<file path="src/design/dam_pkg.sv">
// shared constants and types of the data address index modifier
package dam_pkg;

    // address field widths of the data memory
    localparam int BANK_W    = 4;
    localparam int ROW_W     = 3;
    localparam int COL_W     = 4;
    localparam int ADDR_W    = BANK_W + ROW_W + COL_W;
    localparam int ROWPTR_W  = BANK_W + ROW_W;
    localparam int NIB_W     = 4;

    // avalon slave widths, byte addressed, one register per word
    localparam int AV_ADDR_W = 10;
    localparam int AV_DATA_W = 32;
    localparam int AV_BE_W   = AV_DATA_W / 8;

    // register indices; byte address is four times the index
    localparam logic [7:0] IDX_INDEX_BANK = 8'h20;
    localparam logic [7:0] IDX_INDEX_ROW  = 8'h21;
    localparam logic [7:0] IDX_INDEX_COL  = 8'h22;
    localparam logic [7:0] IDX_ROW_PTR    = 8'h23;
    localparam logic [7:0] IDX_INDEX_INC  = 8'h24;
    localparam logic [7:0] IDX_GRP_HIGH   = 8'h7d;
    localparam logic [7:0] IDX_GRP_LOW    = 8'h7e;
    localparam logic [7:0] IDX_STATUS     = 8'h7f;

    // field positions
    localparam int STAT_IDX_EN_BIT = 0;
    localparam int BANK_PTR_EN_BIT = 3;
    localparam int GRP_LOW_BCD_BIT = 0;
    localparam int GRP_LOW_PTR_LSB = 1;

    // reset values, the fixed pointer high nibble read value and the general register bank
    localparam logic [NIB_W-1:0]    RST_NIB      = 4'h0;
    localparam logic [ROW_W-1:0]    RST_ROW      = 3'h0;
    localparam logic [ROWPTR_W-1:0] RST_ROW_PTR  = 7'h00;
    localparam logic [ROW_W-1:0]    RST_GR_PTR   = 3'h0;
    localparam logic [NIB_W-1:0]    GR_HIGH_READ = 4'h0;
    localparam logic [BANK_W-1:0]   GR_BANK      = 4'h0;

    // kind of data memory instruction being addressed
    typedef enum logic [1:0]
    {
        DAM_OP_DIRECT,
        DAM_OP_REG_MEM,
        DAM_OP_INDIRECT
    } dam_op_e;

endpackage

</file>
<file path="src/design/dam_addr_merge.sv">
`timescale 1ns/1ps
// forms the real direct address and the indirect transfer address
module dam_addr_merge
(
    input  wire logic [dam_pkg::ADDR_W-1:0]   op_addr_in,
    input  wire logic [dam_pkg::ADDR_W-1:0]   index_in,
    input  wire logic [dam_pkg::ROWPTR_W-1:0] row_pointer_in,
    input  wire logic                         index_enable_flag_in,
    input  wire logic                         pointer_enable_flag_in,
    input  wire logic [dam_pkg::COL_W-1:0]    gr_data_in,
    output logic      [dam_pkg::ADDR_W-1:0]   direct_addr_out,
    output logic      [dam_pkg::ADDR_W-1:0]   indirect_addr_out
);
    import dam_pkg::*;

    logic [ROWPTR_W-1:0] base_bank_row;   // bank and row before modification

    // real direct address: or with the index while enabled, any location
    always_comb
    begin
        if (index_enable_flag_in)
        begin
            direct_addr_out = op_addr_in | index_in;
        end
        else
        begin
            direct_addr_out = op_addr_in;
        end
    end

    // indirect address: bank and row from operand or pointer, column from r
    always_comb
    begin
        if (pointer_enable_flag_in)
        begin
            base_bank_row = row_pointer_in;
        end
        else
        begin
            base_bank_row = op_addr_in[ADDR_W-1:COL_W];
        end
        if (index_enable_flag_in)
        begin
            // column stays the register contents, bank and row are or-ed
            indirect_addr_out = {base_bank_row | index_in[ADDR_W-1:COL_W],
                                 gr_data_in};
        end
        else
        begin
            indirect_addr_out = {base_bank_row, gr_data_in};
        end
    end

endmodule

</file>
<file path="src/design/dam_gr_locate.sv">
`timescale 1ns/1ps
// places a register operand column inside the general register row
module dam_gr_locate
(
    input  wire logic [dam_pkg::ROW_W-1:0]  gr_pointer_in,
    input  wire logic [dam_pkg::COL_W-1:0]  reg_col_in,
    output logic      [dam_pkg::ADDR_W-1:0] reg_addr_out
);
    import dam_pkg::*;

    // bank zero, pointer row, operand column; the index never applies here
    always_comb
    begin
        reg_addr_out = {GR_BANK, gr_pointer_in, reg_col_in};
    end

endmodule

</file>
<file path="src/design/dam_index_modifier.sv">
`timescale 1ns/1ps
// What this block does
// - enabled index ors into direct operand address
// - register operand of reg-mem stays unmodified
// - indirect bank and row or-ed, column from register
// - status word location is also redirected
// - pointer high nibble reads zero, three bits live
// - reset clears general register pointer
// - index enable flag selects plain or modified
// - pointer enable takes indirect bank/row from pointer
// - general register is one row, column addressed
module dam_index_modifier
(
    input  wire logic                            core_clk_in,
    input  wire logic                            rst_n_in,
    // avalon-mm slave
    input  wire logic [dam_pkg::AV_ADDR_W-1:0]   avs_address_in,
    input  wire logic                            avs_read_in,
    input  wire logic                            avs_write_in,
    input  wire logic [dam_pkg::AV_DATA_W-1:0]   avs_writedata_in,
    input  wire logic [dam_pkg::AV_BE_W-1:0]     avs_byteenable_in,
    output logic      [dam_pkg::AV_DATA_W-1:0]   avs_readdata_out,
    output logic                                 avs_waitrequest_out,
    // instruction execution side
    input  wire logic                            req_valid_in,
    input  wire dam_pkg::dam_op_e                req_op_in,
    input  wire logic [dam_pkg::ADDR_W-1:0]      op_addr_in,
    input  wire logic [dam_pkg::COL_W-1:0]       reg_col_in,
    input  wire logic [dam_pkg::COL_W-1:0]       gr_data_in,
    input  wire logic                            index_inc_in,
    output logic                                 addr_valid_out,
    output logic      [dam_pkg::ADDR_W-1:0]      mem_addr_out,
    output logic      [dam_pkg::ADDR_W-1:0]      reg_addr_out,
    output logic      [dam_pkg::ADDR_W-1:0]      ind_addr_out,
    output logic                                 index_enable_flag_out,
    output logic                                 pointer_enable_flag_out
);
    import dam_pkg::*;

    // whole state of the block
    typedef struct packed
    {
        logic [BANK_W-1:0]    index_bank_part;    // high part, msb ptr enable
        logic [ROW_W-1:0]     index_row_part;     // middle part
        logic [COL_W-1:0]     index_column_part;  // low part
        logic [ROWPTR_W-1:0]  row_pointer;        // bank and row pointer
        logic [NIB_W-1:0]     status_word;        // bit 0 is index enable
        logic [ROW_W-1:0]     gr_pointer;         // live pointer bits
        logic                 bcd_flag;           // shares the low nibble
        logic                 ack;                // bus answer cycle
        logic [AV_DATA_W-1:0] rdata;              // registered read data
        logic                 out_valid;          // address result strobe
        logic [ADDR_W-1:0]    mem_addr;           // real memory address
        logic [ADDR_W-1:0]    reg_addr;           // general register address
        logic [ADDR_W-1:0]    ind_addr;           // indirect or direct address
    } dam_state_s;

    dam_state_s          state_reg;     // registered state
    dam_state_s          state_next;    // next state
    logic [7:0]          reg_idx;       // word index of the bus access
    logic                bus_req;       // bus access pending
    logic                wr_take;       // write takes effect this edge
    logic                rd_take;       // read answered this edge
    logic [ADDR_W-1:0]   index_value;   // concatenated index register
    logic [ADDR_W-1:0]   index_incr;    // index plus one
    logic                idx_en;        // index enable flag
    logic                ptr_en;        // pointer enable flag
    logic [ADDR_W-1:0]   direct_addr;   // merged direct address
    logic [ADDR_W-1:0]   indirect_addr; // merged indirect address
    logic [ADDR_W-1:0]   gr_addr;       // register operand address
    logic [AV_DATA_W-1:0] rd_mux;       // read data selection
    logic [NIB_W-1:0]    wr_nib;        // low nibble of write data

    // bus decode; waitrequest drops in the answer cycle only
    assign reg_idx   = avs_address_in[AV_ADDR_W-1:2];
    assign bus_req   = avs_read_in | avs_write_in;
    assign wr_take   = avs_write_in & state_reg.ack & avs_byteenable_in[0];
    assign rd_take   = avs_read_in & ~state_reg.ack;
    assign wr_nib    = avs_writedata_in[NIB_W-1:0];
    assign avs_waitrequest_out = bus_req & ~state_reg.ack;

    // index is one value made of its three aligned parts
    assign index_value = {state_reg.index_bank_part,
                          state_reg.index_row_part,
                          state_reg.index_column_part};
    assign index_incr  = index_value + 11'h001;
    assign idx_en = state_reg.status_word[STAT_IDX_EN_BIT];
    assign ptr_en = state_reg.index_bank_part[BANK_PTR_EN_BIT];

    // address merging with index and memory pointer
    dam_addr_merge u_merge
    (
        .op_addr_in             (op_addr_in),
        .index_in               (index_value),
        .row_pointer_in         (state_reg.row_pointer),
        .index_enable_flag_in   (idx_en),
        .pointer_enable_flag_in (ptr_en),
        .gr_data_in             (gr_data_in),
        .direct_addr_out        (direct_addr),
        .indirect_addr_out      (indirect_addr)
    );

    // general register location from the pointer
    dam_gr_locate u_gr
    (
        .gr_pointer_in (state_reg.gr_pointer),
        .reg_col_in    (reg_col_in),
        .reg_addr_out  (gr_addr)
    );

    // register read data; high pointer nibble always reads zero
    always_comb
    begin
        rd_mux = '0;
        case (reg_idx)
            IDX_INDEX_BANK: rd_mux[NIB_W-1:0] = state_reg.index_bank_part;
            IDX_INDEX_ROW:  rd_mux[ROW_W-1:0] = state_reg.index_row_part;
            IDX_INDEX_COL:  rd_mux[COL_W-1:0] = state_reg.index_column_part;
            IDX_ROW_PTR:    rd_mux[ROWPTR_W-1:0] = state_reg.row_pointer;
            IDX_GRP_HIGH:   rd_mux[NIB_W-1:0] = GR_HIGH_READ;
            IDX_GRP_LOW:    rd_mux[NIB_W-1:0] = {state_reg.gr_pointer,
                                                 state_reg.bcd_flag};
            IDX_STATUS:     rd_mux[NIB_W-1:0] = state_reg.status_word;
            default:        rd_mux = '0;        // unmapped reads zero
        endcase
    end

    // next state: bus, index increment and address results
    always_comb
    begin
        state_next       = state_reg;
        state_next.ack   = bus_req & ~state_reg.ack;
        if (rd_take)
        begin
            state_next.rdata = rd_mux;          // stands in the answer cycle
        end
        // increment first, so a same-cycle bus write wins
        if (index_inc_in)
        begin
            state_next.index_bank_part   =
                index_incr[ADDR_W-1:ROW_W+COL_W];
            state_next.index_row_part    =
                index_incr[ROW_W+COL_W-1:COL_W];
            state_next.index_column_part = index_incr[COL_W-1:0];
        end
        if (wr_take)
        begin
            case (reg_idx)
                IDX_INDEX_BANK: state_next.index_bank_part = wr_nib;
                IDX_INDEX_ROW:
                    state_next.index_row_part = wr_nib[ROW_W-1:0];
                IDX_INDEX_COL:  state_next.index_column_part = wr_nib;
                IDX_ROW_PTR:
                    state_next.row_pointer =
                        avs_writedata_in[ROWPTR_W-1:0];
                IDX_INDEX_INC:
                begin
                    // a software increment of the whole index
                    state_next.index_bank_part   =
                        index_incr[ADDR_W-1:ROW_W+COL_W];
                    state_next.index_row_part    =
                        index_incr[ROW_W+COL_W-1:COL_W];
                    state_next.index_column_part = index_incr[COL_W-1:0];
                end
                IDX_GRP_LOW:
                begin
                    state_next.gr_pointer =
                        wr_nib[NIB_W-1:GRP_LOW_PTR_LSB];
                    state_next.bcd_flag = wr_nib[GRP_LOW_BCD_BIT];
                end
                IDX_STATUS:     state_next.status_word = wr_nib;
                default:        state_next.rdata = state_reg.rdata;
            endcase
        end
        // address result for the instruction being executed
        state_next.out_valid = req_valid_in;
        if (req_valid_in)
        begin
            state_next.mem_addr = direct_addr;
            state_next.reg_addr = gr_addr;
            case (req_op_in)
                DAM_OP_INDIRECT: state_next.ind_addr = indirect_addr;
                DAM_OP_REG_MEM:  state_next.ind_addr = direct_addr;
                DAM_OP_DIRECT:   state_next.ind_addr = direct_addr;
                default:         state_next.ind_addr = direct_addr;
            endcase
        end
    end

    // state register; reset clears pointer, index and flags
    always_ff @(posedge core_clk_in)
    begin
        if (!rst_n_in)
        begin
            state_reg                   <= '0;
            state_reg.index_bank_part   <= RST_NIB;
            state_reg.index_row_part    <= RST_ROW;
            state_reg.index_column_part <= RST_NIB;
            state_reg.row_pointer       <= RST_ROW_PTR;
            state_reg.status_word       <= RST_NIB;
            state_reg.gr_pointer        <= RST_GR_PTR;
        end
        else
        begin
            state_reg <= state_next;
        end
    end

    // outputs straight from the state
    assign avs_readdata_out        = state_reg.rdata;
    assign addr_valid_out          = state_reg.out_valid;
    assign mem_addr_out            = state_reg.mem_addr;
    assign reg_addr_out            = state_reg.reg_addr;
    assign ind_addr_out            = state_reg.ind_addr;
    assign index_enable_flag_out   = idx_en;
    assign pointer_enable_flag_out = ptr_en;
endmodule

</file>
<file path="config.mk">
export PLATFORM = sky130hd
export DESIGN_NAME = dam_index_modifier
export DESIGN_NICKNAME = d
export VERILOG_FILES = /design/src/design/dam_pkg.sv /design/src/design/dam_addr_merge.sv /design/src/design/dam_gr_locate.sv /design/src/design/dam_index_modifier.sv
export SDC_FILE = /design/constraint.sdc
export NUM_CORES = 1
export LEC_CHECK = 0
export BUFFER_PORTS_ARGS = -buffer_cell sky130_fd_sc_hd__buf_4
export CORE_MARGIN = 5
export CORE_UTILIZATION = 43
export DETAILED_ROUTE_END_ITERATION = 8
export GPL_TIMING_DRIVEN = 0
export MAX_ROUTING_LAYER = met4
export PLACE_DENSITY = 0.71
export REMOVE_ABC_BUFFERS = 1
export SYNTH_ARGS = -nofsm -noshare
export SYNTH_HDL_FRONTEND = slang
export SYNTH_SLANG_ARGS = --single-unit
</file>
<file path="constraint.sdc">
create_clock -name core_clk_in -period 2.1 [get_ports core_clk_in]
set_clock_uncertainty 0.2 [all_clocks]
set_input_delay 0.315 -clock core_clk_in [delete_from_list [all_inputs] [get_ports core_clk_in]]
set_output_delay 0.315 -clock core_clk_in [all_outputs]
set_load 0.02 [all_outputs]
</file>
Word level (Yosys, flattened, before mapping). Index checks and enable logic that the tools add are counted.

Word-level logic and storage cells: 53. Register bits: 89. Input port bits: 73. Output and inout port bits: 69.

Reductions and logical operators: 4. $add $sub $neg: 1. Equal/unequal tests: 9. Bitwise logic cells: 8. Multiplexer cells: 18.

Operators by type and width (number): $mux 32 (3); $mux 11 (4); $eq 8x6->1 const B (5); $mux 26 (1); $pmux 3 s6 (1); $eq 8x7->1 const B (2); $pmux 4 s2 (2); $mux 7 (2); $add 11x1->11 const B (1); $or 11x11->11 (1); $mux 4 (2); $or 7x7->7 (1); $reduce_or 7->1 (1); $pmux 3 s2 (1); $reduce_and 2->1 (3); $pmux 1 s5 (1); $and 1x1->1 (4); $mux 3 (1); $eq 2x2->1 const B (1); $ne 2x2->1 const B (1); $not 1->1 (1); $or 1x1->1 (1).

Longest topological paths before layout.
Word-level depth: 5. Gate-level depth with buffers: 7. Mapped depth without buffers: 6.

By module. From an unflattened synthesis, not the netlist that was laid out.

Cells, all modules: 487. Area total of the unflattened synthesis: 4161.5 sq um.

Modules (own cells, without submodules): dam_index_modifier (cells an instance 443, area an instance 3814.9 sq um, seq. area each 1361.3 sq um, instances 1); dam_addr_merge (cells an instance 32, area an instance 260.2 sq um, seq. area each 0.0 sq um, instances 1); dam_gr_locate (cells an instance 12, area an instance 86.3 sq um, seq. area each 0.0 sq um, instances 1).

Least setup slack after synthesis. Ideal clock, no wire load.

Path kind: input port to flip-flop. Start point: in avs_address_in[6] (netlist name). End point: reg state_reg[75] (netlist name). Cell stages on the path: 6. Library setup time: 0.128 ns. Setup slack: 0.236 ns. Buffers on the path: 1. Data arrival time: 1.536 ns. Data required time: 1.772 ns. Cell sequence: nor4b_4 > nand3_2 > or3_1 > buf_6 > mux2i_1 > nor2_1.

Cells in the longest elaborated chain, start to end: 2.

Ends and longest elaborated chain: from (decl) (RTL line dam_index_modifier.sv:17) `input wire logic [dam_pkg::AV_ADDR_W-1:0] avs_address_in,`; $eq 8x6->1 (RTL line dam_index_modifier.sv:148) `case (reg_idx)`; $reduce_and 2->1 (no source line); to (signal assigned) (RTL line dam_index_modifier.sv:205) `state_reg <= state_next;`; to (decl) (RTL line dam_index_modifier.sv:58) `dam_state_s state_reg;`.

No other way between the ends. A chain may end at the register's enable or synchronous reset.

Worst setup path after layout.
Start point: reg state_reg, in the netlist index_value[5]. End point: reg state_reg, in the netlist pointer_enable_flag_out.

Cells in the longest elaborated chain, start to end: 4.

Ends and longest elaborated chain: $add 11x1->11 (*) (RTL line dam_index_modifier.sv:86) `assign index_incr = index_value + 11'h001;`; $mux 11 (RTL line dam_index_modifier.sv:138) `if (index_inc_in)`; $pmux 4 s2 (RTL line dam_index_modifier.sv:148); $mux 26 (*) (RTL line dam_index_modifier.sv:146) `if (wr_take)`.

Every way passes the cells marked *; elsewhere a longest branch is shown, timed or not.

==> qor.yml <==
setup_path:
  start_kind: "flip-flop"
  critPathCaptureType: "flip-flop"
  crit-reg2reg-launch: "index_value[5]"
  reg2reg_to: "pointer_enable_flag_out"
  count_of_cells_along_the_worst_register_to_register_path: 5
  worst-setup-path-type: "flip-flop to flip-flop"
  cp.required_ns: 2.13
  critPathArrivalTime_ns: 2.04
  internal_reg_to_reg_setup_slack_ns: 0.09
  path_max_fanout: 7
route:
  route.detailed.vias_per_inst: 5.55
  first_pass_drt_iterations: 5
  wl_per_cell_um: 16.8
  antenna_left: 0
  dr_total_vias: 3336
  drt-initial-drc-count: 152
  remaining_drc_errors: 0
  postRouteWirelength_um: 10100
timing:
  report.final.hold_viol_count: 0
  hold-worst-slack_ns: 0.0149
  tightestPinTransition_ns: 0.573
  post-route-min-period_ns: 2.01
  fmax_ghz: 0.497
  slew_violations: 0
  relSlewSlack_pct: 61.6
  setup_viol: 0
  setup_repair_after_global_routing_missed_its_margin: "no"
  setup_total_negative_slack_ns: 0
  final_min_period_over_clock_period_pct: 95.7
placed_design:
  port_buffers: 82
  place.detailed.hpwl_um: 7150
  place_congestion: 0.893
  detailed_place.area_um2: 4050
  placed_cells: 581
global_routing:
  grt_antenna_before_repair: 0
  global_route_wire_length_before_repair_um: 16200
  grt_pass1_vias: 3210
  grt_max_degree: 49
  grt.overflow.total: 0
  grt_usage_pct: 18.6
power:
  power_density_nw_per_um2: 681
  total_leakage_power_uw: 0.00186
  finalPower_uw: 2970
  vdd_drop_max_mv: 0.487
clock_network:
  path_clk_slew_ns: 0.08
  cts.sinks: 64
  tritoncts: "yes"
  cts-htree-levels: 3
  clockBufferDepth: 2
  tritoncts.num_buffers: 9
  clock_latency_at_the_later_pin_of_the_worst_skew_pair_ns: 0.34
  postCtsSetupRepairBufs: 0
  cell_at_the_root_of_the_clock_tree: "sky130_fd_sc_hd__clkbuf_8"
synthesis:
  synth-async-reset-ratio_pct: 0
  synth.lib_cells_used.distinct: 60
  average_cell_area_after_synthesis_um2: 8.31
  post_synth_inst_count: 460
  synth.yosys.warnings: 0
  synth_ff_type: "sky130_fd_sc_hd__dfxtp_1"
  postSynthRegisterBits: 64
  synth_enable_flop_cells: 0
  post_synth_instance_area_um2: 3820
  seq_area_frac_synth_pct: 33.5
floorplan:
  die_height_um: 104
  pin_count: 142
  placement_rows: 34
  core_area_um2: 8680
  die_area_um2: 10900
  effective_utilization_at_floorplan_pct: 44.0
  die_w_um: 104
cells_and_area:
  layout_cell_share_with_drive_strength_beyond_1_pct: 24.1
  largest_register_ff_count: 15
  synthToLayoutAreaGrowth_pct: 13.9
  top_library_cells_by_usage_in_the_layout_fill_and_taps_aside: "sky130_fd_sc_hd__buf_4 (82), sky130_fd_sc_hd__dfxtp_1 (59), sky130_fd_sc_hd__nor2_1 (49)"
  finish.cell_count_without_fillers: 601
  n_fill_cell: 842
  antenna_cells: 0
  most_common_cell_after_layout_fill_and_taps_aside: "sky130_fd_sc_hd__buf_4"
  post_layout_net_count: 562
  layout.cell_area.non_filler_um2: 4350
hold_path:
  timing.hold.worst.class: "input pin to flip-flop"
  number_of_cells_on_the_worst_hold_path: 3
  hold_start: "reg_col_in[1]"
  timing.hold.worst_endpoint: "reg_addr_out[1]"
run_status:
  outcome: "finished, final reports clean"
job:
  cap_violations: 0
==> report_power, final <==
group          internal [uW]  switching (uW)
logic                    175             279
registers               1260            35.6
clock network            707             512
total                   2140             826
==> stage by stage <==
| stage | worst slack [ns] | utilization (%) |
|---|---|---|
| finish | 0.0895 | 50.2 |
| global route | 0.00518 | 50.2 |
| CTS | 0.00261 | 49.9 |
| detailed placement | -1.09 | 46.7 |
| global placement | -1.10 | 46.7 |
| floorplan | -0.0435 | - |
==> worst max-delay path: stages (launching register included) <==
cell and delay (ns):
sky130_fd_sc_hd__dfxtp_1 0.56, sky130_fd_sc_hd__nand4_1 0.24, sky130_fd_sc_hd__nor3_1 0.34, sky130_fd_sc_hd__and3b_1 0.23, sky130_fd_sc_hd__o22ai_1 0.07, sky130_fd_sc_hd__a32o_1 0.27
==> worst max path at each step <==
stage	start	cells after the start	slack (ns)	to
floorplan	rst_n_in	5	-0.04	pointer_enable_flag_out
global placement	rst_n_in	6	-1.10	pointer_enable_flag_out
detailed placement	rst_n_in	6	-1.09	pointer_enable_flag_out
CTS	index_value[2]	5	0.003	pointer_enable_flag_out
global route	index_value[5]	5	0.005	pointer_enable_flag_out
finish	index_value[5]	5	0.09	pointer_enable_flag_out
==> final cells by class <==
type | instances | area [um^2] | area share, %
multi-input combinational | 322 | 2020 | 46.5
tap | 108 | 135 | 3.10
timing repair buffer | 86 | 656 | 15.1
sequential | 64 | 1290 | 29.6
clock inverter | 6 | 91.3 | 2.10
inverter | 5 | 23.8 | 0.546
clock buffer | 10 | 138 | 3.16
==> per-layer routing <==
metal  wire length (um)  global-route usage, %
met1               4380                   23.0
met2               4880                   30.1
met3                764                   5.09
met4                 90                   4.35
met5                  0                      -
==> kinds of logic after synthesis <==
group,count (synthesis),synth area share [%]
other,1,0.0981
XOR/XNOR,15,3.44
adder cells (fa/ha/maj),1,0.327
flip-flops,64,33.5
multiplexers,34,8.91
AND/OR/NAND/NOR,135,19.0
AO/OA/AOI/OAI,108,17.9
buffers and inverters,102,16.8
==> what timing repair did <==
action	in CTS	in global routing
resized for setup	5	6
hold buffers	4	0
cloned	0	0
setup endpoints to repair	9	9
endpoints found under the hold margin	4	0
==> synthesized netlist by cell type, drive strengths merged (2+ instances only) <==
| master | n | area (um^2) |
|---|---|---|
| o31ai | 3 | 22.5 |
| nor2 | 50 | 190 |
| a22oi | 6 | 45.0 |
| nor4 | 2 | 18.8 |
| nor2b | 3 | 18.8 |
| a211oi | 4 | 30.0 |
| nand2 | 29 | 111 |
| dfxtp | 64 | 1280 |
| o22ai | 2 | 12.5 |
| inv | 4 | 15.0 |
| a22o | 3 | 26.3 |
| or3 | 2 | 12.5 |
| a31oi | 6 | 37.5 |
| o311ai | 2 | 17.5 |
| and3 | 9 | 56.3 |
| xor2 | 9 | 78.8 |
| mux2i | 34 | 340 |
| a21oi | 33 | 165 |
| nand3 | 11 | 60.1 |
| nor3 | 11 | 88.8 |
| o32ai | 4 | 35.0 |
| nor3b | 2 | 26.3 |
| nand2b | 2 | 12.5 |
| nand4 | 6 | 37.5 |
| clkbuf | 19 | 72.6 |
| a221oi | 7 | 61.3 |
| buf | 78 | 551 |
| o21ai | 28 | 140 |
| xnor2 | 6 | 52.6 |
No activity file was read; power rests on OpenSTA's default activity.
